==> config.mk <==
export PLATFORM = sky130hd
export DESIGN_NAME = spis_top
export DESIGN_NICKNAME = d
export VERILOG_FILES = /design/src/inc/spis_pkg.sv /design/src/logic/spis_irq_sel.sv /design/src/logic/spis_top.sv
export VERILOG_INCLUDE_DIRS = /design/src /design/src/inc
export SDC_FILE = /design/constraint.sdc
export NUM_CORES = 1
export LEC_CHECK = 0
export BUFFER_PORTS_ARGS = -buffer_cell sky130_fd_sc_hd__buf_2
export CAP_MARGIN = 10
export CORE_ASPECT_RATIO = 1.75
export CORE_MARGIN = 8
export CORE_UTILIZATION = 50
export DETAILED_ROUTE_END_ITERATION = 8
export MAX_ROUTING_LAYER = met4
export PLACE_DENSITY = 0.79
export SETUP_SLACK_MARGIN = 0.1
export SYNTH_ARGS = -nofsm -noshare
export SYNTH_HDL_FRONTEND = slang
export SYNTH_SLANG_ARGS = --single-unit
==> constraint.sdc <==
create_clock -name ref_clk -period 7.25 [get_ports ref_clk]
set_clock_uncertainty 0.2 [all_clocks]
set_input_delay 0.725 -clock ref_clk [delete_from_list [all_inputs] [get_ports ref_clk]]
set_output_delay 0.725 -clock ref_clk [all_outputs]
set_load 0.01 [all_outputs]
==> src/inc/spis_defs.svh <==
// Offsets, field positions, reset values and counts of the serial port interrupt select block
`ifndef SPIS_DEFS_SVH
`define SPIS_DEFS_SVH

// ----------------------------------------------------------------
// Register byte offsets
// ----------------------------------------------------------------
`define SPIS_OFF_RX_HIGH    8'h00
`define SPIS_OFF_RX_LOW     8'h04
`define SPIS_OFF_TX_HIGH    8'h08
`define SPIS_OFF_TX_LOW     8'h0c
`define SPIS_OFF_CTRL       8'h10
`define SPIS_OFF_STATUS     8'h14
`define SPIS_OFF_IRQ_EN     8'h18
`define SPIS_OFF_CHAN_BASE  8'h20
`define SPIS_OFF_CHAN_LAST  8'h3c

// ----------------------------------------------------------------
// Field positions
// ----------------------------------------------------------------
`define SPIS_CTRL_RX_MODE   1:0
`define SPIS_CTRL_TX_MODE   3:2
`define SPIS_CTRL_MC_MODE   5:4
`define SPIS_CTRL_WIDE      6
`define SPIS_ST_RX_READY    0
`define SPIS_ST_RX_OVERRUN  1
`define SPIS_ST_RX_SYNCERR  2
`define SPIS_ST_TX_READY    3
`define SPIS_ST_TX_SYNCERR  4
`define SPIS_IEN_RX_GATE    2
`define SPIS_IEN_TX_GATE    0
`define SPIS_IEN_MASK       16'h0005

// ----------------------------------------------------------------
// Reset values and counts
// ----------------------------------------------------------------
`define SPIS_RST_CTRL       7'h00
`define SPIS_RST_IRQ_EN     16'h0000
`define SPIS_RST_CHAN       16'h0000
`define SPIS_CHAN_BLOCKS    8

`endif

==> src/inc/spis_pkg.sv <==
// Types shared by the serial port interrupt select block
package spis_pkg;

  // Interrupt source picked by a 2-bit mode field
  typedef enum logic [1:0] {
    SPIS_SRC_WORD,
    SPIS_SRC_BLOCK,
    SPIS_SRC_FSYNC,
    SPIS_SRC_SYNCERR
  } spis_irq_src_type;

  // Transmit multichannel selection mode
  typedef enum logic [1:0] {
    SPIS_MC_OFF,
    SPIS_MC_SELECT,
    SPIS_MC_MASKED,
    SPIS_MC_SYMMETRIC
  } spis_mc_mode_type;

  // Bus slave phase
  typedef enum logic {
    SPIS_BUS_IDLE,
    SPIS_BUS_DATA
  } spis_bus_state_type;

endpackage

==> src/logic/spis_irq_sel.sv <==
// One direction's interrupt source selector and enable gate
`timescale 1ns/100ps
`include "spis_defs.svh"

module spis_irq_sel
  import spis_pkg::*;
(
  // Clock and reset
  input  wire logic             ref_clk,
  input  wire logic             sys_rst,
  // Selection
  input  wire spis_irq_src_type mode,
  input  wire logic             gate,
  // Sources
  input  wire logic             src_word,
  input  wire logic             src_block,
  input  wire logic             src_fsync,
  input  wire logic             src_syncerr,
  // Interrupt line
  output logic                  irq_q
);

  logic sel;

  // Only the chosen source reaches the line
  always_comb begin
    case (mode)
      SPIS_SRC_WORD:    sel = src_word;
      SPIS_SRC_BLOCK:   sel = src_block;
      SPIS_SRC_FSYNC:   sel = src_fsync;
      SPIS_SRC_SYNCERR: sel = src_syncerr;
      default:          sel = 1'b0;
    endcase
  end

  // Registered so the line never glitches while the mode changes
  always_ff @(posedge ref_clk) begin
    if (sys_rst) begin
      irq_q <= 1'b0;
    end else begin
      irq_q <= sel & gate;
    end
  end
endmodule

==> src/logic/spis_top.sv <==
// Serial port interrupt select, status flags, data pairs and channel map behind an AHB-Lite slave
//
// The AHB-Lite slave port and the address map were chosen for this implementation.
`timescale 1ns/100ps
`include "spis_defs.svh"

module spis_top
  import spis_pkg::*;
#(
  parameter int CHAN_BLOCKS = `SPIS_CHAN_BLOCKS
)(
  // Clock and reset
  input  wire logic        ref_clk,
  input  wire logic        sys_rst,
  // AHB-Lite slave
  input  wire logic        hsel,
  input  wire logic [31:0] haddr,
  input  wire logic [1:0]  htrans,
  input  wire logic        hwrite,
  input  wire logic [2:0]  hsize,
  input  wire logic [31:0] hwdata,
  input  wire logic        hready,
  output logic             hreadyout,
  output logic             hresp,
  output logic [31:0]      hrdata,
  // Receive events from the serial core
  input  wire logic        rx_word_done,
  input  wire logic [31:0] rx_word,
  input  wire logic        rx_block_end,
  input  wire logic        rx_frame_sync,
  input  wire logic        rx_fs_unexpected,
  // Transmit events from the serial core
  input  wire logic        tx_word_taken,
  input  wire logic        tx_block_end,
  input  wire logic        tx_frame_sync,
  input  wire logic        tx_fs_unexpected,
  // Transmit channel slot query
  input  wire logic [6:0]  tx_chan_idx,
  input  wire logic        rx_chan_enabled,
  output logic             tx_slot_enable,
  output logic             tx_slot_unmask,
  // Serial core control
  output logic [31:0]      tx_data_out,
  output logic             rx_restart,
  output logic             tx_restart,
  // CPU and DMA requests
  output logic             rx_cpu_irq_line,
  output logic             tx_cpu_irq_line,
  output logic             rx_dma_event,
  output logic             tx_dma_event
);

  // ----------------------------------------------------------------
  // Elaboration check
  // ----------------------------------------------------------------
  if (CHAN_BLOCKS != 8) begin : g_bad_blocks
    $error("CHAN_BLOCKS must be 8");
  end

  // ----------------------------------------------------------------
  // Storage
  // ----------------------------------------------------------------
  spis_bus_state_type bus_q;
  logic [7:0]         addr_q;
  logic               wr_q;
  logic [15:0]        rx_high_q;
  logic [15:0]        rx_low_q;
  logic [15:0]        tx_high_q;
  logic [15:0]        tx_low_q;
  logic [6:0]         ctrl_q;
  logic [15:0]        irq_en_q;
  logic [15:0]        chan_en_q [CHAN_BLOCKS];
  logic               rx_word_ready_q;
  logic               rx_overrun_q;
  logic               rx_sync_error_q;
  logic               tx_word_ready_q;
  logic               tx_sync_error_q;
  logic               hreadyout_q;
  logic               hresp_q;
  logic [31:0]        hrdata_q;
  logic               rx_restart_q;
  logic               tx_restart_q;
  logic               rx_dma_q;
  logic               tx_dma_q;
  logic               slot_en_q;
  logic               slot_um_q;

  // Data phase strobes, decoded control fields and the channel bit
  logic wr_stb;
  logic rd_stb;
  logic st_clr_wr;
  logic rd_rx_low;
  logic wr_tx_low;
  logic rx_irq_gate;
  logic tx_irq_gate;
  spis_irq_src_type rx_irq_mode;
  spis_irq_src_type tx_irq_mode;
  spis_mc_mode_type tx_multichannel_mode;
  logic tx_wide_channel_select;
  logic chan_bit;

  // Index of a channel enable register, or an out-of-range marker
  function automatic logic [3:0] chan_reg(input logic [7:0] a);
    if (a >= `SPIS_OFF_CHAN_BASE && a <= `SPIS_OFF_CHAN_LAST) begin
      chan_reg = {1'b0, 3'(a[4:2])};
    end else begin
      chan_reg = 4'h8;
    end
  endfunction

  // Channel bit: wide select uses all eight blocks, narrow uses the first two
  function automatic logic chan_pick(input logic [6:0] idx, input logic wide);
    logic [2:0] blk;
    blk = wide ? idx[6:4] : {2'b00, idx[4]};
    chan_pick = chan_en_q[blk][idx[3:0]];
  endfunction

  assign wr_stb                 = (bus_q == SPIS_BUS_DATA) && wr_q;
  assign rd_stb                 = (bus_q == SPIS_BUS_DATA) && !wr_q;
  assign st_clr_wr              = wr_stb && addr_q == `SPIS_OFF_STATUS;
  assign rd_rx_low              = rd_stb && addr_q == `SPIS_OFF_RX_LOW;
  assign wr_tx_low              = wr_stb && addr_q == `SPIS_OFF_TX_LOW;
  assign rx_irq_gate            = irq_en_q[`SPIS_IEN_RX_GATE];
  assign tx_irq_gate            = irq_en_q[`SPIS_IEN_TX_GATE];
  assign rx_irq_mode            = spis_irq_src_type'(ctrl_q[`SPIS_CTRL_RX_MODE]);
  assign tx_irq_mode            = spis_irq_src_type'(ctrl_q[`SPIS_CTRL_TX_MODE]);
  assign tx_multichannel_mode   = spis_mc_mode_type'(ctrl_q[`SPIS_CTRL_MC_MODE]);
  assign tx_wide_channel_select = ctrl_q[`SPIS_CTRL_WIDE];
  assign chan_bit               = chan_pick(tx_chan_idx, tx_wide_channel_select);

  // ----------------------------------------------------------------
  // AHB-Lite slave: one wait state on every transfer
  // ----------------------------------------------------------------
  // The wait state lets read data come from a flop at no decode cost
  always_ff @(posedge ref_clk) begin
    if (sys_rst) begin
      bus_q       <= SPIS_BUS_IDLE;
      addr_q      <= 8'h00;
      wr_q        <= 1'b0;
      hreadyout_q <= 1'b1;
    end else begin
      case (bus_q)
        SPIS_BUS_IDLE: begin
          if (hsel && htrans[1] && hready) begin
            bus_q       <= SPIS_BUS_DATA;
            addr_q      <= haddr[7:0];
            wr_q        <= hwrite;
            hreadyout_q <= 1'b0;
          end
        end
        SPIS_BUS_DATA: begin
          bus_q       <= SPIS_BUS_IDLE;
          hreadyout_q <= 1'b1;
        end
        default: begin
          bus_q       <= SPIS_BUS_IDLE;
          hreadyout_q <= 1'b1;
        end
      endcase
    end
  end

  // Response is always OKAY
  always_ff @(posedge ref_clk) begin
    if (sys_rst) begin
      hresp_q <= 1'b0;
    end else begin
      hresp_q <= 1'b0;
    end
  end

  // Read mux; unmapped offsets read as zero
  always_ff @(posedge ref_clk) begin
    if (sys_rst) begin
      hrdata_q <= 32'h0000_0000;
    end else if (rd_stb) begin
      case (addr_q)
        `SPIS_OFF_RX_HIGH: hrdata_q <= {16'h0000, rx_high_q};
        `SPIS_OFF_RX_LOW:  hrdata_q <= {16'h0000, rx_low_q};
        `SPIS_OFF_TX_HIGH: hrdata_q <= {16'h0000, tx_high_q};
        `SPIS_OFF_TX_LOW:  hrdata_q <= {16'h0000, tx_low_q};
        `SPIS_OFF_CTRL:    hrdata_q <= {25'h0000000, ctrl_q};
        `SPIS_OFF_STATUS:  hrdata_q <= {27'h0000000, tx_sync_error_q, tx_word_ready_q,
                                        rx_sync_error_q, rx_overrun_q, rx_word_ready_q};
        `SPIS_OFF_IRQ_EN:  hrdata_q <= {16'h0000, irq_en_q};
        default: begin
          if (chan_reg(addr_q) != 4'h8) begin
            hrdata_q <= {16'h0000, chan_en_q[3'(chan_reg(addr_q))]};
          end else begin
            hrdata_q <= 32'h0000_0000;
          end
        end
      endcase
    end
  end

  // ----------------------------------------------------------------
  // Software registers
  // ----------------------------------------------------------------
  // Control, enable and transmit data pair
  always_ff @(posedge ref_clk) begin
    if (sys_rst) begin
      ctrl_q    <= `SPIS_RST_CTRL;
      irq_en_q  <= `SPIS_RST_IRQ_EN;
      tx_high_q <= 16'h0000;
      tx_low_q  <= 16'h0000;
    end else if (wr_stb) begin
      case (addr_q)
        `SPIS_OFF_CTRL:    ctrl_q    <= hwdata[6:0];
        `SPIS_OFF_IRQ_EN:  irq_en_q  <= hwdata[15:0] & `SPIS_IEN_MASK;
        `SPIS_OFF_TX_HIGH: tx_high_q <= hwdata[15:0];
        `SPIS_OFF_TX_LOW:  tx_low_q  <= hwdata[15:0];
        default:           ctrl_q    <= ctrl_q;
      endcase
    end
  end

  // Channel enable registers, one per 16-channel block
  always_ff @(posedge ref_clk) begin
    if (sys_rst) begin
      for (int b = 0; b < CHAN_BLOCKS; b++) begin
        chan_en_q[b] <= `SPIS_RST_CHAN;
      end
    end else if (wr_stb && chan_reg(addr_q) != 4'h8) begin
      chan_en_q[3'(chan_reg(addr_q))] <= hwdata[15:0];
    end
  end

  // ----------------------------------------------------------------
  // Receive data pair and flags
  // ----------------------------------------------------------------
  // A word lands when the pair is free or its low half is read in the same cycle; otherwise it is lost
  always_ff @(posedge ref_clk) begin
    if (sys_rst) begin
      rx_high_q <= 16'h0000;
      rx_low_q  <= 16'h0000;
    end else if (rx_word_done && (!rx_word_ready_q || rd_rx_low)) begin
      rx_high_q <= rx_word[31:16];
      rx_low_q  <= rx_word[15:0];
    end
  end

  // Reading the low half frees the pair; a new word wins the race
  always_ff @(posedge ref_clk) begin
    if (sys_rst) begin
      rx_word_ready_q <= 1'b0;
    end else if (rx_word_done) begin
      rx_word_ready_q <= 1'b1;
    end else if (rd_rx_low) begin
      rx_word_ready_q <= 1'b0;
    end
  end

  // Overrun: pair unread when the next word overwrites the shifter
  always_ff @(posedge ref_clk) begin
    if (sys_rst) begin
      rx_overrun_q <= 1'b0;
    end else if (rx_word_done && rx_word_ready_q && !rd_rx_low) begin
      rx_overrun_q <= 1'b1;
    end else if (rd_rx_low || (st_clr_wr && hwdata[`SPIS_ST_RX_OVERRUN])) begin
      rx_overrun_q <= 1'b0;
    end
  end

  // Sticky receive sync error, cleared by writing one
  always_ff @(posedge ref_clk) begin
    if (sys_rst) begin
      rx_sync_error_q <= 1'b0;
    end else if (rx_fs_unexpected) begin
      rx_sync_error_q <= 1'b1;
    end else if (st_clr_wr && hwdata[`SPIS_ST_RX_SYNCERR]) begin
      rx_sync_error_q <= 1'b0;
    end
  end

  // ----------------------------------------------------------------
  // Transmit flags
  // ----------------------------------------------------------------
  // Ready after reset; writing the low half fills the pair
  always_ff @(posedge ref_clk) begin
    if (sys_rst) begin
      tx_word_ready_q <= 1'b1;
    end else if (tx_word_taken) begin
      tx_word_ready_q <= 1'b1;
    end else if (wr_tx_low) begin
      tx_word_ready_q <= 1'b0;
    end
  end

  // Sticky transmit sync error, cleared by writing one
  always_ff @(posedge ref_clk) begin
    if (sys_rst) begin
      tx_sync_error_q <= 1'b0;
    end else if (tx_fs_unexpected) begin
      tx_sync_error_q <= 1'b1;
    end else if (st_clr_wr && hwdata[`SPIS_ST_TX_SYNCERR]) begin
      tx_sync_error_q <= 1'b0;
    end
  end

  // Abort and restart pulses to the serial core
  always_ff @(posedge ref_clk) begin
    if (sys_rst) begin
      rx_restart_q <= 1'b0;
      tx_restart_q <= 1'b0;
    end else begin
      rx_restart_q <= rx_fs_unexpected;
      tx_restart_q <= tx_fs_unexpected;
    end
  end

  // ----------------------------------------------------------------
  // Requests to CPU and DMA
  // ----------------------------------------------------------------
  // DMA follows the ready flags and ignores the CPU gates
  always_ff @(posedge ref_clk) begin
    if (sys_rst) begin
      rx_dma_q <= 1'b0;
      tx_dma_q <= 1'b0;
    end else begin
      rx_dma_q <= rx_word_ready_q;
      tx_dma_q <= tx_word_ready_q;
    end
  end

  // Receive CPU line
  spis_irq_sel u_rx_sel (
    .ref_clk     (ref_clk),
    .sys_rst     (sys_rst),
    .mode        (rx_irq_mode),
    .gate        (rx_irq_gate),
    .src_word    (rx_word_ready_q),
    .src_block   (rx_block_end),
    .src_fsync   (rx_frame_sync),
    .src_syncerr (rx_sync_error_q),
    .irq_q       (rx_cpu_irq_line)
  );

  // Transmit CPU line
  spis_irq_sel u_tx_sel (
    .ref_clk     (ref_clk),
    .sys_rst     (sys_rst),
    .mode        (tx_irq_mode),
    .gate        (tx_irq_gate),
    .src_word    (tx_word_ready_q),
    .src_block   (tx_block_end),
    .src_fsync   (tx_frame_sync),
    .src_syncerr (tx_sync_error_q),
    .irq_q       (tx_cpu_irq_line)
  );

  // ----------------------------------------------------------------
  // Transmit channel selection
  // ----------------------------------------------------------------
  // Symmetric mode borrows enable from the receive side
  always_ff @(posedge ref_clk) begin
    if (sys_rst) begin
      slot_en_q <= 1'b1;
      slot_um_q <= 1'b1;
    end else begin
      case (tx_multichannel_mode)
        SPIS_MC_OFF: begin
          slot_en_q <= 1'b1;
          slot_um_q <= 1'b1;
        end
        SPIS_MC_SELECT: begin
          slot_en_q <= chan_bit;
          slot_um_q <= chan_bit;
        end
        SPIS_MC_MASKED: begin
          slot_en_q <= 1'b1;
          slot_um_q <= chan_bit;
        end
        SPIS_MC_SYMMETRIC: begin
          slot_en_q <= rx_chan_enabled;
          slot_um_q <= chan_bit;
        end
        default: begin
          slot_en_q <= 1'b1;
          slot_um_q <= 1'b1;
        end
      endcase
    end
  end

  // Outputs straight from flops
  assign hreadyout      = hreadyout_q;
  assign hresp          = hresp_q;
  assign hrdata         = hrdata_q;
  assign rx_restart     = rx_restart_q;
  assign tx_restart     = tx_restart_q;
  assign rx_dma_event   = rx_dma_q;
  assign tx_dma_event   = tx_dma_q;
  assign tx_slot_enable = slot_en_q;
  assign tx_slot_unmask = slot_um_q;
  assign tx_data_out    = {tx_high_q, tx_low_q};
endmodule

; ---- Word-level counts from Yosys, hierarchy flattened
; Memories as Yosys holds them, arrays and structs flattened.
; Index checks and enable logic that the tools add are counted.
[op_classes]
magnitude_cmp = 3
eq_ne = 18
mux = 40
bitwise = 3
reduce_logical = 38
[op_table]
columns = cell, count
row1 = $pmux 16 s7, 1
row2 = $mux 16, 2
row3 = $eq 8x5->1 const B, 3
row4 = $mux 3, 8
row5 = $mux 4, 5
row6 = $mux 1, 17
row7 = $eq 8x4->1 const B, 2
row8 = $reduce_or 16->1, 1
row9 = $logic_and 1x1->1, 15
row10 = $eq 2x2->1 const B, 6
row11 = $reduce_and 2->1, 5
row12 = $eq 8x3->1 const B, 1
row13 = $ge 8x6->1 const B, 1
row14 = $le 8x6->1 const B, 1
row15 = $logic_not 8->1, 1
row16 = $ne 4x4->1 const B, 2
row17 = $pmux 1 s4, 2
row18 = $reduce_bool 2->1, 4
row19 = $reduce_or 7->1, 1
row20 = $eq 2x1->1 const B, 3
row21 = $logic_not 2->1, 3
row22 = $pmux 1 s2, 3
row23 = $lt 4x5->1 const B, 1
row24 = $bmux 1 s4, 1
row25 = other kinds (8), 13
[word_totals]
reg_bits = 129
ramBits = 128
output_inout_bits = 74
wordCells = 127
n_memories = 1
[memory_table]
columns = memory, depth, word_bits, read_ports, rd_ports_with_merged_regs, wr, line
row1 = chan_en_q, 8, 16, 2, 0, 8, spis_top.sv:72  ; logic [15:0] chan_en_q [CHAN_BLOCKS];

; ---- Longest topological paths before layout
; Gate-level depths: netlist of run 1.
; An unclocked memory read counts as a cell.
[logic_depth]
ltp_word = 14
mapped_depth = 9
mapped_depth_nobuf = 6

; ---- Cells and area by module
; A second synthesis of run 1 with hierarchy kept.
[unflattened]
cells_unflattened = 1154
hier_area_um2 = 11777.5
[modules_own_cells]
columns = mod, n_inst, cells_each, area_each_um2, seq_area_each_um2
row1 = spis_top, 1, 1148, 11674.9, 6065.8
row2 = spis_irq_sel, 2, 3, 51.3, 20.0

; ---- Least setup slack after synthesis of run 1
; OpenSTA, ideal clock, no wires.
[synth_path]
path_type = register to register
start = reg addr_q[7]
end = mem chan_en_q[1][0], enable pin
setup_time_ps = 373
arrival_ps = 2245
required_time_ps = 6677
slack_ps = 4432
stages_incl_launch_ff = 7
n_path_buf = 1
synth_period_minus_slack_ps = 2818
path_cell_list = dfxtp_1 or3b_1 buf_2 a311o_4 or3_4 a21oi_4 or2_1
[synth_lines]
columns = element, line
row1 = from (decl), spis_top.sv:64  ; logic [7:0] addr_q;
row2 = from (signal assigned), spis_top.sv:146  ; addr_q <= haddr[7:0];
row3 = to (decl), spis_top.sv:72

==> key figures, run 1 <==
Critical path
  – RR Endpoint: chan_en_q[1][12]
  – Crit path arrival time: 4.02 ns
  – R2R setup slack: 3.17 ns
  – Worst EP required: between 7 and 8 ns
  – Crit path launch type: flop
  – Top fanout value on the critical path: 22
  – Reg2Reg Depth: 5
  – Critical path type: flop to flop
  – RR Startpoint: addr_q[2]
  – Crit. End Element: flop

Timing
  – Unrepaired setup endpoints after global routing: false
  – Worst relative slew slack: 24.1%
  – Final min period: 4.08 ns
  – Pins Over Slew Limit: 0
  – Max Fclk: 245 MHz
  – Period utilization: 56.3%
  – Final setup fails: 0
  – Worst Max-Slew Pin Slew: approximately 1.1 ns
  – Setup TNS: 0 ns
  – Final hold vios: 0

Synthesis
  – Synthesized flop and latch total: 241
  – Post-synth ARST share: 0%
  – Sequential-to-total area share from yosys stat: 51.7%
  – Synth Instances: 1,135
  – Synth Warn #: 0
  – Cell variety after synth: 66
  – Area of the mapped netlist: 11,800 um^2
  – Main synth FF type: edfxtp_1
  – Number of synthesized flops with an enable pin: about 130
  – Avg Cell Area, Syn: 10.4 um^2

Clock tree
  – H-tree levels: 1
  – CTS buffer count: 20
  – Root buffer cell: clkbuf_16
  – Longest Clk Path Bufs: 3
  – Clock-pin slew on the worst setup and hold paths: 0.07 ns
  – Hold buffer count at CTS: 0
  – Setup bufs post-CTS: 0
  – Resized cells post-CTS: 0
  – Total clock sinks: 241
  – Clk_lat worst skew: 0.51 ns
  – CTS tree: built

Drt
  – Vias after detailed routing: 9,468
  – DRC violations left: 0
  – Total iterations of the first detailed-routing run: 7
  – 1st-iter DRT viols: 682
  – Routed WL: between 30,000 and 40,000 um
  – DR WL/cell: 23.5 um
  – Post-route ant nets: 0
  – Via density: 6.17

GRT
  – Initial antenna violation count: 1
  – First-pass GRT wire length: roughly 55,000 um
  – Vias in the first global route: 9,778
  – Total track usage: 25.0%
  – GRT overflow: 0
  – Pin count of the biggest net entering global routing: a little over 80

Place
  – Port Buffers: roughly 130
  – Post-DP HPWL: about 26,000 um
  – Inst Count DP: 1,497
  – GPL Wtd Cong: 0.968

Pwr
  – Leak: a little under 0.005 uW
  – Logic pwr share: 7.7%
  – Clock power frac: 40.0%
  – Sequential cell fraction of total power: 52.2%
  – Net switching power: 676 uW
  – Pwr Density: 218 nW/um^2
  – Switching part of the total: 23.5%
  – Int Pwr: 2200 uW
  – Max rail drop VDD: 0.231 mV

Job
  – Max Cap Viol: 0

Die
  – Die area: 29,000 um^2
  – I/O pin cnt: roughly 200
  – Die width: 132 um
  – Initial Util: 50.8%
  – Num rows: 74
  – Die Span Y: 219 um
  – Core box area: 23,200 um^2

Finish
  – Commonest cells after routing, fill and taps aside: nand2_1 (188), buf_2 (133), and2_1 (132)
  – Area Overhead vs Synth: 11.9%
  – # fillers: 1,967
  – Nets: 1,337
  – Commonest non-fill, non-tap cell in the layout: nand2_1
  – Layout Cells excl Fill: 1,534
  – Layout cells sized above 1: 20.2%

Hold path
  – Cells on Worst Hold Path: 2
  – Hold path endpoint: tx_word_ready_q
  – Worst hold path type: input port to flop
  – Hold Crit Start: tx_word_taken

Outcome
  – Run status: finished, final reports clean
[sequential cells by signal (all words and copies together) (netlist names), 2 cells and up]
signal and flops:
tx_low_q 16, chan_en_q 128, tx_high_q 16, ctrl_q 7, hrdata 16, rx_low_q 16
addr_q 8, irq_en_q 2, rx_high_q 16
[synthesized netlist by cell type, types with 6 or more instances]
cell        n  area [um^2]
buf_1       9         33.8
nand2_1   188          706
clkbuf_1   53          199
and2_1    132          826
dfxtp_1   113         2260
mux2_2     18          203
a21oi_1   104          521
or2_2       9         56.3
inv_1       6         22.5
nand4_1    15         93.8
o221ai_1   15          131
o22ai_1    27          169
a22oi_1    13         97.6
edfxtp_1  128         3840
a211oi_1   15          113
mux2i_1    53          531
nand3_1     9         45.0
a211o_1     7         61.3
mux4_2     28          631
o21ai_0    14         70.1
nor3_1      9         45.0
buf_2      18         90.1
nor2b_1    11         68.8
buf_4      18          135
nor2_1     35          131
[logic make-up after synthesis]
family	Yosys count	share of synthesized area, %
buffers and inverters	109	4.42
muxes	99	11.6
and+or+nand+nor	441	18.8
AOI/OAI and AO/OA	244	13.4
DFF	241	51.7
other	1	0.0318
[power by group through the flow]
stage | clock network [uW] | logic [uW] | registers (uW)
3_3_place_gp | 0 | 215 | 1530
5_1_grt | 1200 | 238 | 1510
6_report | 1150 | 223 | 1500
2_1_floorplan | 0 | 148 | 1520
4_1_cts | 1150 | 220 | 1500
3_5_place_dp | 0 | 218 | 1530
[through the flow]
stage	hold slack (ns)	total power, uW	util, %	area, um^2	setup slack [ns]
after floorplan	0.228	1670	-	11900	4.43
after global placement	0.239	1750	53.8	12500	3.27
after detailed placement	0.246	1750	53.8	12500	3.22
after CTS	0.203	2870	56.8	13200	3.22
after global routing	0.199	2950	56.8	13200	3.06
final	0.206	2880	56.8	13200	3.17
[routing by layer]
layer	global-route usage [%]	part of all wire [%]
met5	-	0
met1	26.1	35
met4	13.7	5.2
met2	45.0	53
met3	3.09	6.8
[worst max-delay path, cell delays in order, from the launching register on]
cell and delay [ns]:
dfxtp_4 0.60, clkinv_1 0.67, a311o_4 0.62, or3_4 0.42, a21oi_4 0.43, or2_1 0.77
[cell type report]
| cell class | count | area [um^2] | share of cell area [%] |
|---|---|---|---|
| tap | 304 | 380 | 2.88 |
| clock inverter | 7 | 48.8 | 0.369 |
| multi-input combinational | 801 | 5240 | 39.7 |
| antenna | 1 | 2.50 | 0.0189 |
| inverter | 8 | 30.0 | 0.227 |
| clock buffer | 29 | 658 | 4.98 |
| sequential | 241 | 6110 | 46.3 |
| timing repair buffer | 143 | 741 | 5.61 |
[worst max path at each step]
stage	from	end	slack, ns	depth (start not counted)
4_1_cts	addr_q[2]	chan_en_q[1][11]	3.22	5
2_1_floorplan	addr_q[7]	chan_en_q[1][0]	4.43	6
3_5_place_dp	addr_q[2]	chan_en_q[1][11]	3.22	5
6_report	addr_q[2]	chan_en_q[1][12]	3.17	5
3_3_place_gp	addr_q[2]	chan_en_q[1][13]	3.27	5
5_1_grt	addr_q[2]	chan_en_q[1][12]	3.06	5
Note: power is estimated with default switching activity, not from simulation.
==> run 2, diff against run 1 <==
--- a/config.mk
+++ b/config.mk
@@ -6,6 +6,7 @@
 export SDC_FILE = /design/constraint.sdc
 export NUM_CORES = 1
 export LEC_CHECK = 0
+export ABC_AREA = 1
 export BUFFER_PORTS_ARGS = -buffer_cell sky130_fd_sc_hd__buf_2
 export CAP_MARGIN = 10
 export CORE_ASPECT_RATIO = 1.75
@@ -13,7 +14,7 @@
 export CORE_UTILIZATION = 50
 export DETAILED_ROUTE_END_ITERATION = 8
 export MAX_ROUTING_LAYER = met4
-export PLACE_DENSITY = 0.79
+export PLACE_DENSITY = 0.82
 export SETUP_SLACK_MARGIN = 0.1
 export SYNTH_ARGS = -nofsm -noshare
 export SYNTH_HDL_FRONTEND = slang
==> constraint.sdc (replaced) <==
create_clock -name ref_clk -period 3.55 [get_ports ref_clk]
set_clock_uncertainty 0.2 [all_clocks]
set_input_delay 0.355 -clock ref_clk [delete_from_list [all_inputs] [get_ports ref_clk]]
set_output_delay 0.355 -clock ref_clk [all_outputs]
set_load 0.01 [all_outputs]
==> key figures, run 2 <==
Outcome
  – Run status: finished, final reports clean

Synthesis
  – Cell with the most instances after synthesis: nand2_1
  – Area of the mapped netlist: 11,500 um^2 (-2.6%)
  – Number of synthesized flops with an enable pin: 128 (unchanged)
  – Sequential-to-total area share from yosys stat: 53.1% (+1.4 points)
  – Synthesized flop and latch total: 241 (unchanged)
  – Synth top area share: 33.4% (+0.87 points)
  – Leading area contributor after synthesis: edfxtp_1
  – Cell types with the highest counts after synthesis: nand2_1 (281), nor2_1 (201), nand3_1 (158)
  – Post-synth ARST share: 0% (unchanged)
  – Synth Warn #: 0 (unchanged)
  – Synth Instances: 1,415 (+25%)
  – Avg Cell Area, Syn: 8.13 um^2 (-22%)
  – Main synth FF type: edfxtp_1
  – Top cells by area, synth: edfxtp_1 (33%), dfxtp_1 (20%), nand2_1 (9.2%), nand3_1 (6.9%), nor2_1 (6.6%)
  – Cell variety after synth: 34 (-48%)

Critical path
  – Crit path launch type: flop
  – Critical path type: flop to flop
  – Crit path arrival time: 2.89 ns (-1.13 ns)
  – RR Endpoint: chan_en_q[1][13]
  – RR Startpoint: addr_q[3]
  – Worst EP required: 3.53 ns (-3.65 ns)
  – Reg2Reg Depth: 9 (+4)
  – Crit. End Element: flop
  – R2R setup slack: 0.65 ns (-2.52 ns)
  – Top fanout value on the critical path: 17 (-23%)

Timing
  – Final hold vios: 0 (unchanged)
  – Unrepaired setup endpoints after global routing: false
  – Final min period: 2.90 ns (-1.18 ns)
  – Worst relative slew slack: 40.9% (+17 points)
  – Worst Max-Slew Pin Slew: 0.884 ns (-0.254 ns)
  – Final setup fails: 0 (unchanged)
  – Pins Over Slew Limit: 0 (unchanged)
  – Hold slack final: 0.0199 ns (-0.186 ns)
  – Setup TNS: 0 ns (unchanged)
  – Max Fclk: 344 MHz (+41%)
  – Period utilization: 81.8% (+25 points)

Pwr
  – Switching part of the total: 24.6% (+1.2 points)
  – Pwr Density: 424 nW/um^2 (+95%)
  – Leak: 0.00559 uW (+15%)
  – Max rail drop VDD: 0.468 mV (+100%)
  – Clock power frac: 36.6% (-3.4 points)
  – Sequential cell fraction of total power: 54.1% (+1.9 points)
  – Int Pwr: 4270 uW (+94%)
  – Net switching power: 1400 uW (+110%)
  – Logic pwr share: 9.3% (+1.6 points)

Drt
  – Post-route ant nets: 0 (unchanged)
  – DR WL/cell: 19.1 um (-19%)
  – Total iterations of the first detailed-routing run: 8 (+1)
  – Vias after detailed routing: 11.0k (+16%)
  – Via density: 5.86 (-5.1%)
  – Routed WL: 35,800 um (-0.88%)
  – DRC violations left: 0 (unchanged)
  – 1st-iter DRT viols: 1,028 (+51%)

Hold path
  – Cells on Worst Hold Path: 3 (+1)
  – Hold Crit Start: tx_frame_sync
  – Hold path endpoint: u_tx_sel.irq_q
  – Worst hold path type: input port to flop

Clock tree
  – Longest Clk Path Bufs: 3 (unchanged)
  – CTS tree: built
  – CTS buffer count: 19 (-5.0%)
  – Total clock sinks: 241 (unchanged)
  – Clock-pin slew on the worst setup and hold paths: 0.07 ns (about the same)
  – Root buffer cell: clkbuf_16
  – H-tree levels: 1 (unchanged)
  – Clk_lat worst skew: 0.51 ns (about the same)

Finish
  – Commonest non-fill, non-tap cell in the layout: nand2_1
  – Biggest register: chan_en_q
  – Max FFs per register: 128 (unchanged)
  – Nets: 1,681 (+26%)
  – Area Overhead vs Synth: 16.2%
  – Layout cells sized above 1: 14.2% (-6.0 points)
  – Commonest cells after routing, fill and taps aside: nand2_1 (281), nor2_1 (199), nand3_1 (158)

Place
  – Port Buffers: 134 (unchanged)
  – GPL Wtd Cong: 0.954 (-1.5%)
  – Post-DP HPWL: 23,700 um (-8.1%)

Die
  – Core box area: 22,700 um^2 (-2.5%)
  – I/O pin cnt: 196 (unchanged)
  – Num rows: 73 (-1.4%)
  – Initial Util: 50.8% (about the same)
  – Die area: 28,300 um^2 (-2.4%)
  – Die Span Y: 217 um (-1.2%)
  – Die width: 131 um (-1.2%)

GRT
  – GRT overflow: 0 (unchanged)
  – Initial antenna violation count: 2 (+1)
  – Total track usage: 25.8% (+0.80 points)
  – Pin count of the biggest net entering global routing: 98 (+21%)
  – Vias in the first global route: 10.9k (+11%)
  – First-pass GRT wire length: 56,000 um (+1.8%)

Job
  – Max Cap Viol: 0 (unchanged)
==> run 2: cell count changes after synthesis, sizes merged, moves of 28 or more <==
cell   previous run  this run
mux4             28         0
and2            133         0
nand3             9       158
nand2           188       292
mux2i            53         0
inv               6        84
nor2             41       209
o21ai            17       130
==> run 2: through the flow <==
stage	std cells	cell area [um^2]	setup slack (ns)	total power (uW)	util (%)
after floorplan	1431	11600	1.16	3440	-
after global placement	1786	12200	0.782	3580	54.1
after detailed placement	1786	12200	0.751	3590	54.1
after CTS	1872	13400	0.733	5650	59.0
after global routing	1874	13400	0.537	5820	59.0
final	1874	13400	0.647	5670	59.0
==> run 2: worst max-delay path by stage <==
stage	start	to	slack [ns]	depth (start not counted)
2_1_floorplan	addr_q[2]	chan_en_q[4][0]	1.16	12
3_3_place_gp	addr_q[0]	chan_en_q[5][0]	0.78	9
3_5_place_dp	addr_q[3]	chan_en_q[1][0]	0.75	9
4_1_cts	addr_q[3]	chan_en_q[1][13]	0.73	9
5_1_grt	addr_q[3]	chan_en_q[1][13]	0.54	9
6_report	addr_q[3]	chan_en_q[1][13]	0.65	9
==> run 2: kinds of logic (layout without fill, tap and decap cells) <==
group	Yosys count	after routing	share of synthesized area, %
and+or+nand+nor	692	692	25.6
AOI/OAI and AO/OA	283	283	13.2
DFF	241	241	53.1
buffers and inverters	198	339	8.03
other	1	19	0.0326
==> run 2: layout make-up <==
cell class | count | area [um^2]
Antenna cell | 2 | 5.00
Clock buffer | 24 | 536
Clock inverter | 10 | 55.1
Fill cell | 1905 | 9290
Inverter | 93 | 352
Multi-Input combinational cell | 992 | 4540
Sequential cell | 241 | 6110
Tap cell | 300 | 375
Timing Repair Buffer | 212 | 1400
==> run 2: critical path, cell delays in order, from the launching register on <==
cell     delay (ns)
dfxtp_1        0.44
nand2_1        0.11
nor2_1         0.09
nand2_1        0.07
nand2_2        0.10
nor2_1         0.08
nor2_2         0.58
nand2_2        0.44
nand2_1        0.15
buf_4          0.30
==> run 2: repair_timing <==
item / 4_1_cts / 5_1_grt
setup buffers: 0 / 0
hold buffers: 52 / 0
hold endpoints to repair: 53 / 0
resized for setup: 0 / 0
==> run 2: power groups by stage <==
| stage | Sequential, uW | Clock (uW) | Combinational (uW) |
|---|---|---|---|
| final | 3070 | 2080 | 527 |
| after global routing | 3080 | 2160 | 573 |
| after detailed placement | 3130 | 0 | 464 |
| after floorplan | 3120 | 0 | 317 |
| after CTS | 3070 | 2070 | 511 |
| after global placement | 3130 | 0 | 453 |
==> run 2: routing by layer <==
metal,routed length [um],share of wire (%),vias to the layer above,track usage (%)
li1,-,-,5038,-
met1,12400,35,5052,28.1
met2,18200,51,726,43.6
met3,3200,8.9,164,3.22
met4,2070,5.8,0,15.6
met5,0,0,-,-
